**src/core/gpplm_pkg.sv**
```systemverilog
package gpplm_pkg;
    localparam int PIN_W  = 4;
    localparam int DATA_W = 8;
    localparam int ADDR_W = 3;

    // register offsets
    localparam logic [ADDR_W-1:0] LCD_LATCH_OFS = 3'h0;
    localparam logic [ADDR_W-1:0] LCD_DIR_OFS   = 3'h1;
    localparam logic [ADDR_W-1:0] TMR_LATCH_OFS = 3'h2;
    localparam logic [ADDR_W-1:0] TMR_DIR_OFS   = 3'h3;
    localparam logic [ADDR_W-1:0] TMR_PUL_OFS   = 3'h4;
    localparam logic [ADDR_W-1:0] CTRL_OFS      = 3'h5;

    // control register fields
    localparam int CTRL_SPL_BIT   = 0;
    localparam int CTRL_LCD_PORT_INPUT_CONTROL_BIT = 1;
    localparam int CTRL_SEL_LSB   = 4;

    // reset values
    localparam logic [PIN_W-1:0]  LATCH_RST = 4'h0;
    localparam logic [PIN_W-1:0]  DIR_RST   = 4'h0;
    localparam logic [PIN_W-1:0]  PUL_RST   = 4'h0;
    localparam logic [PIN_W-1:0]  SEL_RST   = 4'h0;
    localparam logic [DATA_W-1:0] RDATA_RST = 8'h00;

    typedef struct packed {
        logic [ADDR_W-1:0] addr;
        logic [DATA_W-1:0] wdata;
        logic              wr;
        logic              rd;
        logic              read_modify_write_access;
    } gpplm_bus_req_type;

    typedef struct packed {
        logic [PIN_W-1:0] out;
        logic [PIN_W-1:0] oe_n;
    } gpplm_pin_drv_type;
endpackage : gpplm_pkg

```
**src/core/gpplm_port.sv**
```systemverilog
// Operation
// - direction one drives latch onto pin
// - direction zero leaves pin undriven input
// - data write always updates latch
// - output pin reads return latch
// - input pin reads pin, rmw reads latch
// - peripheral output enable overrides port latch
// - peripheral-driven pin reads pin level, rmw latch
// - peripheral input gets pin level, direction zero
// - reset clears every direction bit
// - standby with control one forces hi-z
// - standby with control zero keeps states
// - pull-up bit one connects pull-up
// - driven-low pin disconnects pull-up
// - bits three to zero map pins
// - timer port has pull-up register
//
// The implementer's own choices: the address-and-strobe port and the placing of the registers.
`timescale 1ns/1ps
module gpplm_port (
    input  wire logic                        clk_sys_i,
    input  wire logic                        sys_rst_i,
    input  wire gpplm_pkg::gpplm_bus_req_type bus_req_i,
    output logic [gpplm_pkg::DATA_W-1:0]     rdata_o,
    input  wire logic                        standby_entry_i,
    input  wire logic [gpplm_pkg::PIN_W-1:0] tmr_pin_i,
    input  wire logic [gpplm_pkg::PIN_W-1:0] tmr_periph_out_i,
    input  wire logic [gpplm_pkg::PIN_W-1:0] tmr_periph_oe_i,
    output gpplm_pkg::gpplm_pin_drv_type     tmr_pin_o,
    output logic [gpplm_pkg::PIN_W-1:0]      tmr_pullup_o,
    output logic [gpplm_pkg::PIN_W-1:0]      tmr_periph_in_o,
    input  wire logic [gpplm_pkg::PIN_W-1:0] lcd_pin_i,
    input  wire logic [gpplm_pkg::PIN_W-1:0] lcd_drive_line_i,
    output gpplm_pkg::gpplm_pin_drv_type     lcd_pin_o
);
    import gpplm_pkg::*;

    ////////////////////////////////////////////////////////////////////////
    logic [PIN_W-1:0]  tmr_latch_r;
    logic [PIN_W-1:0]  tmr_dir_r;
    logic [PIN_W-1:0]  tmr_pul_r;
    logic [PIN_W-1:0]  lcd_latch_r;
    logic [PIN_W-1:0]  lcd_dir_r;
    logic [PIN_W-1:0]  lcd_sel_r;
    logic              spl_r;
    logic              lcd_port_input_control_r;

    logic              wr_tmr_latch;
    logic              wr_tmr_dir;
    logic              wr_tmr_pul;
    logic              wr_lcd_latch;
    logic              wr_lcd_dir;
    logic              wr_ctrl;
    logic              hiz;
    logic [PIN_W-1:0]  tmr_in_g;
    logic [PIN_W-1:0]  lcd_in_g;
    logic [PIN_W-1:0]  tmr_rd_bits;
    logic [PIN_W-1:0]  lcd_rd_bits;
    logic [PIN_W-1:0]  tmr_oe;
    logic [PIN_W-1:0]  tmr_out_nxt;
    logic [PIN_W-1:0]  tmr_pul_nxt;
    logic [PIN_W-1:0]  lcd_oe;
    logic [PIN_W-1:0]  lcd_out_nxt;
    logic [DATA_W-1:0] ctrl_rd;
    logic [DATA_W-1:0] rdata_nxt;

    ////////////////////////////////////////////////////////////////////////
    // register write decode
    assign wr_tmr_latch = bus_req_i.wr && bus_req_i.addr == TMR_LATCH_OFS;
    assign wr_tmr_dir   = bus_req_i.wr && bus_req_i.addr == TMR_DIR_OFS;
    assign wr_tmr_pul   = bus_req_i.wr && bus_req_i.addr == TMR_PUL_OFS;
    assign wr_lcd_latch = bus_req_i.wr && bus_req_i.addr == LCD_LATCH_OFS;
    assign wr_lcd_dir   = bus_req_i.wr && bus_req_i.addr == LCD_DIR_OFS;
    assign wr_ctrl      = bus_req_i.wr && bus_req_i.addr == CTRL_OFS;

    assign hiz = standby_entry_i & spl_r;

    always_ff @(posedge clk_sys_i or posedge sys_rst_i) begin
        if (sys_rst_i) begin
            tmr_dir_r <= DIR_RST;
            lcd_dir_r <= DIR_RST;
        end else begin
            if (wr_tmr_dir) tmr_dir_r <= bus_req_i.wdata[PIN_W-1:0];
            if (wr_lcd_dir) lcd_dir_r <= bus_req_i.wdata[PIN_W-1:0];
        end
    end

    always_ff @(posedge clk_sys_i or posedge sys_rst_i) begin
        if (sys_rst_i) begin
            tmr_latch_r <= LATCH_RST;
            lcd_latch_r <= LATCH_RST;
        end else begin
            if (wr_tmr_latch) tmr_latch_r <= bus_req_i.wdata[PIN_W-1:0];
            if (wr_lcd_latch) lcd_latch_r <= bus_req_i.wdata[PIN_W-1:0];
        end
    end

    always_ff @(posedge clk_sys_i or posedge sys_rst_i) begin
        if (sys_rst_i) begin
            tmr_pul_r <= PUL_RST;
        end else if (wr_tmr_pul) begin
            tmr_pul_r <= bus_req_i.wdata[PIN_W-1:0];
        end
    end

    // standby pin state, lcd input control, pin-function select
    always_ff @(posedge clk_sys_i or posedge sys_rst_i) begin
        if (sys_rst_i) begin
            spl_r     <= 1'b0;
            lcd_port_input_control_r   <= 1'b0;
            lcd_sel_r <= SEL_RST;
        end else if (wr_ctrl) begin
            spl_r     <= bus_req_i.wdata[CTRL_SPL_BIT];
            lcd_port_input_control_r   <= bus_req_i.wdata[CTRL_LCD_PORT_INPUT_CONTROL_BIT];
            lcd_sel_r <= bus_req_i.wdata[CTRL_SEL_LSB +: PIN_W];
        end
    end

    ////////////////////////////////////////////////////////////////////////
    // per-pin muxing, one slice per bit
    // bit n maps to pin n
    genvar gi;
    generate
        for (gi = 0; gi < PIN_W; gi++) begin : g_pin
            assign tmr_oe[gi]      = ~hiz &
                                     (tmr_periph_oe_i[gi] | tmr_dir_r[gi]);
            assign tmr_out_nxt[gi] = tmr_periph_oe_i[gi] ?
                                     tmr_periph_out_i[gi] : tmr_latch_r[gi];
            assign tmr_pul_nxt[gi] = tmr_pul_r[gi] &
                                     ~(tmr_oe[gi] & ~tmr_out_nxt[gi]);
            assign tmr_in_g[gi]    = tmr_pin_i[gi] & ~hiz;
            // rmw and output pins not taken by the peripheral read latch
            assign tmr_rd_bits[gi] = (bus_req_i.read_modify_write_access ||
                                      (tmr_dir_r[gi] && !tmr_periph_oe_i[gi]))
                                     ? tmr_latch_r[gi] : tmr_in_g[gi];
            // selected lcd pins drive only once input control is set
            assign lcd_oe[gi]      = ~hiz & (lcd_sel_r[gi] ? lcd_port_input_control_r
                                                           : lcd_dir_r[gi]);
            assign lcd_out_nxt[gi] = lcd_sel_r[gi] ?
                                     lcd_drive_line_i[gi] : lcd_latch_r[gi];
            // no pull-up on lcd port; input gated as timer port
            assign lcd_in_g[gi]    = lcd_pin_i[gi] & ~hiz;
            assign lcd_rd_bits[gi] = (bus_req_i.read_modify_write_access || lcd_dir_r[gi])
                                     ? lcd_latch_r[gi] : lcd_in_g[gi];
        end
    endgenerate

    ////////////////////////////////////////////////////////////////////////
    assign ctrl_rd = {lcd_sel_r, 2'b00, lcd_port_input_control_r, spl_r};

    // unmapped offsets fall through to zero
    // read select, upper bits zero except control
    assign rdata_nxt =
        !bus_req_i.rd                   ? RDATA_RST :
        bus_req_i.addr == TMR_LATCH_OFS ? {4'h0, tmr_rd_bits} :
        bus_req_i.addr == TMR_DIR_OFS   ? {4'h0, tmr_dir_r} :
        bus_req_i.addr == TMR_PUL_OFS   ? {4'h0, tmr_pul_r} :
        bus_req_i.addr == LCD_LATCH_OFS ? {4'h0, lcd_rd_bits} :
        bus_req_i.addr == LCD_DIR_OFS   ? {4'h0, lcd_dir_r} :
        bus_req_i.addr == CTRL_OFS      ? ctrl_rd : RDATA_RST;

    // pins are registered so every output is glitch free
    // drive latch onto output pins
    always_ff @(posedge clk_sys_i or posedge sys_rst_i) begin
        if (sys_rst_i) begin
            rdata_o         <= RDATA_RST;
            tmr_pin_o       <= '{out: LATCH_RST, oe_n: 4'hf};
            lcd_pin_o       <= '{out: LATCH_RST, oe_n: 4'hf};
            tmr_pullup_o    <= PUL_RST;
            tmr_periph_in_o <= 4'h0;
        end else begin
            rdata_o         <= rdata_nxt;
            tmr_pin_o       <= '{out: tmr_out_nxt, oe_n: ~tmr_oe};
            lcd_pin_o       <= '{out: lcd_out_nxt, oe_n: ~lcd_oe};
            tmr_pullup_o    <= tmr_pul_nxt;
            tmr_periph_in_o <= tmr_in_g;
        end
    end
endmodule : gpplm_port

```
**config.mk**
```make
export PLATFORM = sky130hd
export DESIGN_NAME = gpplm_port
export DESIGN_NICKNAME = d
export VERILOG_FILES = /design/src/core/gpplm_pkg.sv /design/src/core/gpplm_port.sv
export SDC_FILE = /design/constraint.sdc
export NUM_CORES = 1
export LEC_CHECK = 0
export ABC_AREA = 0
export CAP_MARGIN = 20
export CORE_MARGIN = 2
export CORE_UTILIZATION = 50
export CTS_CLUSTER_SIZE = 12
export DETAILED_ROUTE_END_ITERATION = 16
export DONT_BUFFER_PORTS = 1
export GPL_TIMING_DRIVEN = 0
export PLACE_DENSITY = 0.64
export SYNTH_ARGS = -nofsm -noshare
export SYNTH_HDL_FRONTEND = slang
export SYNTH_SLANG_ARGS = --single-unit
```
**constraint.sdc**
```tcl
create_clock -name clk_sys_i -period 2.6 [get_ports clk_sys_i]
set_input_delay 0.26 -clock clk_sys_i [delete_from_list [all_inputs] [get_ports clk_sys_i]]
set_output_delay 0.26 -clock clk_sys_i [all_outputs]
set_load 0.05 [all_outputs]
```
==> summary.txt <==
Placed design
  – GPL Wtd Cong: between 0.8 and 0.9
  – IO buf count: 0
  – Post-DP HPWL: 3.84 mm
  – Dpl ws: roughly 0.96 ns

Global route
  – First-pass GRT wire length: between 8 and 9 mm
  – Grt total ovfl: 0
  – Vias in the first global route: ~1600
  – Largest net degree at the start of global routing: 46
  – Initial antenna violation count: 0
  – GRT Total Usage: between 20% and 30%

Synth
  – Unique masters post-synth: 38
  – Largest family of logic cells by synthesized area: multiplexers
  – Share of the synthesized area in the top cell type: roughly half
  – Post-synthesis xor/xnor area fraction: 0%
  – Top post-synthesis cells by area: dfrtp_1 50%, mux2_2 13%, dfstp_2 8.3%, mux2_4 4.8%, o21ai_0 2.6%
  – Adder-cell share of the synthesized area: 0%
  – Cells after synthesis: about 190
  – Register area share after synthesis: 58.0%
  – Top-count cell post-synth: dfrtp_1
  – Cell taking the most area after synthesis: dfrtp_1
  – Number of synthesized flops with an enable pin: 0
  – Synthesized area: between 0.002 and 0.003 mm^2
  – Syn Area/Cell: between 10 and 15 um^2
  – Post-synthesis compound-gate area fraction: 8.89%
  – Async SR Flop Fraction: 100%
  – Top FF cell, synth: dfrtp_1
  – Top cells by count, synth: 50 x dfrtp_1, 29 x mux2_2, 13 x o21ai_0
  – Multiplexer share of the synthesized area: 20.2%
  – #FFs+latches synth: a little under 60
  – Syn. warnings: 0
  – Simple-gate share of the synthesized area: 9.69%
  – Syn_nets: ~230

Floorplanning
  – Starting Density: a little over half
  – Die Span Y: 75.0 um
  – Num rows: 25
  – Core box area: about 0.0048 mm^2
  – Die width: ~75 um
  – I/O pin total: a little under 70
  – Die area: approximately 0.0056 mm^2

Layout
  – Fill count: roughly 400
  – Share of layout cells above drive strength 1: 36.7%
  – Multi-input logic area: slightly below 0.001 mm^2
  – Layout area overhead: 11.1%
  – Sequential Area: between 0.001 and 0.0015 mm^2
  – Fin nets: ~240
  – Antenna diode count: 0

Timing
  – Max_slew headroom: between 60% and 70%
  – Clock Skew: approximately 0.012 ns
  – Fmax: around 600 MHz
  – Final WS setup: 0.920 ns
  – Setup TNS: 0 ns
  – Final-report hold violation count: 0
  – Fin crit share: 64.6%
  – Slew Viols, Final: 0
  – Unrepaired setup endpoints after global routing: no
  – Final setup violating endpoints: 0
  – Minimum clock period: approximately 1.7 ns
  – Least-Margin Pin Slew: approximately 0.47 ns

Clock network
  – H-Tree Depth: 3
  – CTS tree: built
  – Clock latency on the worst-skew pair: 0.33 ns
  – Total CTS buffers: 9
  – Clock buffer depth: 2
  – Worst-path clk slew: ~0.06 ns
  – Clk sinks: just under 60
  – Root Buffer: clkbuf_8

Worst setup path
  – Reg2reg start: spl_r
  – R2R cell count: 5
  – Worst-path cell chain: nand2_1, buf_2, nand2_1, o311ai_0, a22o_1
  – Worst setup SP type: flip-flop
  – Worst R2R End: rdata_o[0]
  – Crit-path slowest cell: dfrtp_1
  – R2R setup slack: roughly 0.92 ns
  – CP Data Required Time: about 2.9 ns
  – Critical Path End Type: flip-flop
  – Top cell by count, worst path: nand2_1
  – Crit Path Max Fanout: 10
  – WP data arrival: about 1.9 ns
  – Kind of critical path: flip-flop to flip-flop
  – Slowest stage delay, CP: around 0.4 ns

Power and ir drop
  – Worst vdd ir: between 0.4 and 0.5 mV
  – Pwr Density: around 910 mW/mm^2
  – Lkg Pwr: ~0.0013 uW

Detailed routing
  – Detailed Route WL: approximately 5.3 mm
  – Number of remaining DRC errors: 0
  – Initial DRC count: 139
  – Routed len/inst: 19.2 um
  – Drt pass-1 iters: 4
  – DR vias/cell: between 5 and 6
  – Via Count: between 1500 and 2000
  – Antenna Nets Post-Route: 0

Min path
  – Hold path startpoint: tmr_periph_oe_i[0]
  – HP Class: primary input to flip-flop
  – Worst Hold Path Cells: 1
  – WHS Endpoint: tmr_pin_o[0]

Flow run
  – Max-cap viol count: 0

Status
  – Status: completed
## per-stage QoR
stage / hold slack, ns / power (uW) / utilization (%) / cells / instance area [um^2]
floorplan: 0.350 / 1790 / - / 192 / 2520
global placement: 0.362 / 1860 / 54.4 / 259 / 2600
detailed placement: 0.116 / 1890 / 54.8 / 260 / 2620
CTS: 0.0236 / 2580 / 58.5 / 277 / 2800
global route: 0.0331 / 2680 / 58.5 / 277 / 2800
finish: 0.0319 / 2560 / 58.5 / 277 / 2800
## how the worst max path moves through the flow
stage	depth (start not counted)	to	slack, ns	startpoint
floorplan	1	lcd_dir_r[0]	0.93	sys_rst_i
global placement	1	tmr_pullup_o[0]	0.46	sys_rst_i
detailed placement	5	rdata_o[0]	0.96	spl_r
CTS	5	rdata_o[0]	0.94	spl_r
global route	5	rdata_o[0]	0.84	spl_r
finish	5	rdata_o[0]	0.92	spl_r
## layout by cell type, fill, tap and decap left out, types with 2 or more instances in the layout
master,n
o21a_1,4
o21ai_0,13
clkbuf_1,2
clkbuf_8,10
mux2_4,8
mux2i_1,5
nor3_1,2
nand2_1,7
nor2_1,8
nand3_1,4
and2_1,8
inv_1,6
a21oi_1,5
dfrtp_1,50
mux2_2,29
buf_6,2
a221oi_1,2
buf_2,5
clkinv_2,4
dfstp_2,8
nand3_2,2
and3_1,4
## area by class of cell
| cell class | count | area share (%) |
|---|---|---|
| buffer | 8 | 1.97 |
| tap | 67 | 3.00 |
| inverter | 7 | 0.939 |
| clock buffer | 12 | 5.19 |
| timing repair buffer | 2 | 1.07 |
| clock inverter | 4 | 0.716 |
| sequential | 58 | 52.2 |
| multi-input combinational | 119 | 34.9 |
## power by group
group	internal [uW]	leakage, uW	switching [uW]
sequential	1100	0.000699	435
combinational	193	0.000461	138
clock	365	0.0000899	325
total	1660	0.00125	898
## repair_timing
item | in CTS | in global routing
hold endpoints to repair | 10 | 0
buffers inserted | 0 | 0
gates resized for setup | 0 | 0
endpoints found under the setup margin | 0 | 0
hold buffers | 1 | 0
## worst max-delay path, delay by kind of cell, from the launching register on
| family | cells | cell delay [ns] |
|---|---|---|
| compound gates | 2 | 0.56 |
| flops | 1 | 0.40 |
| simple gates | 2 | 0.35 |
| buf+inv | 1 | 0.31 |
## logic make-up (layout without fill, tap and decap cells)
logic type / Yosys count / count (layout)
buf+inv: 15 / 33
compound gates: 34 / 34
mux: 43 / 43
simple gates: 42 / 42
flops: 58 / 58
## metal layers
| metal | part of all wire [%] | GRT usage (%) | up-vias |
|---|---|---|---|
| li1 | - | - | 707 |
| met1 | 43 | 28.4 | 790 |
| met2 | 47 | 30.0 | 69 |
| met3 | 7.9 | 5.89 | 10 |
| met4 | 1.7 | 11.1 | 0 |
| met5 | 0 | 0 | - |
## flip-flops by register name (all words and copies together) (netlist names)
name                      count
tmr_periph_in_o               4
tmr_dir_r                     4
lcd_sel_r                     4
lcd_dir_r                     4
lcd_latch_r                   4
tmr_latch_r                   4
tmr_pullup_o                  4
spl_r                         1
tmr_pul_r                     4
lcd_port_input_control_r      1
lcd_pin_o                     8
rdata_o                       8
tmr_pin_o                     8
Note: power is estimated with default switching activity, not from simulation.
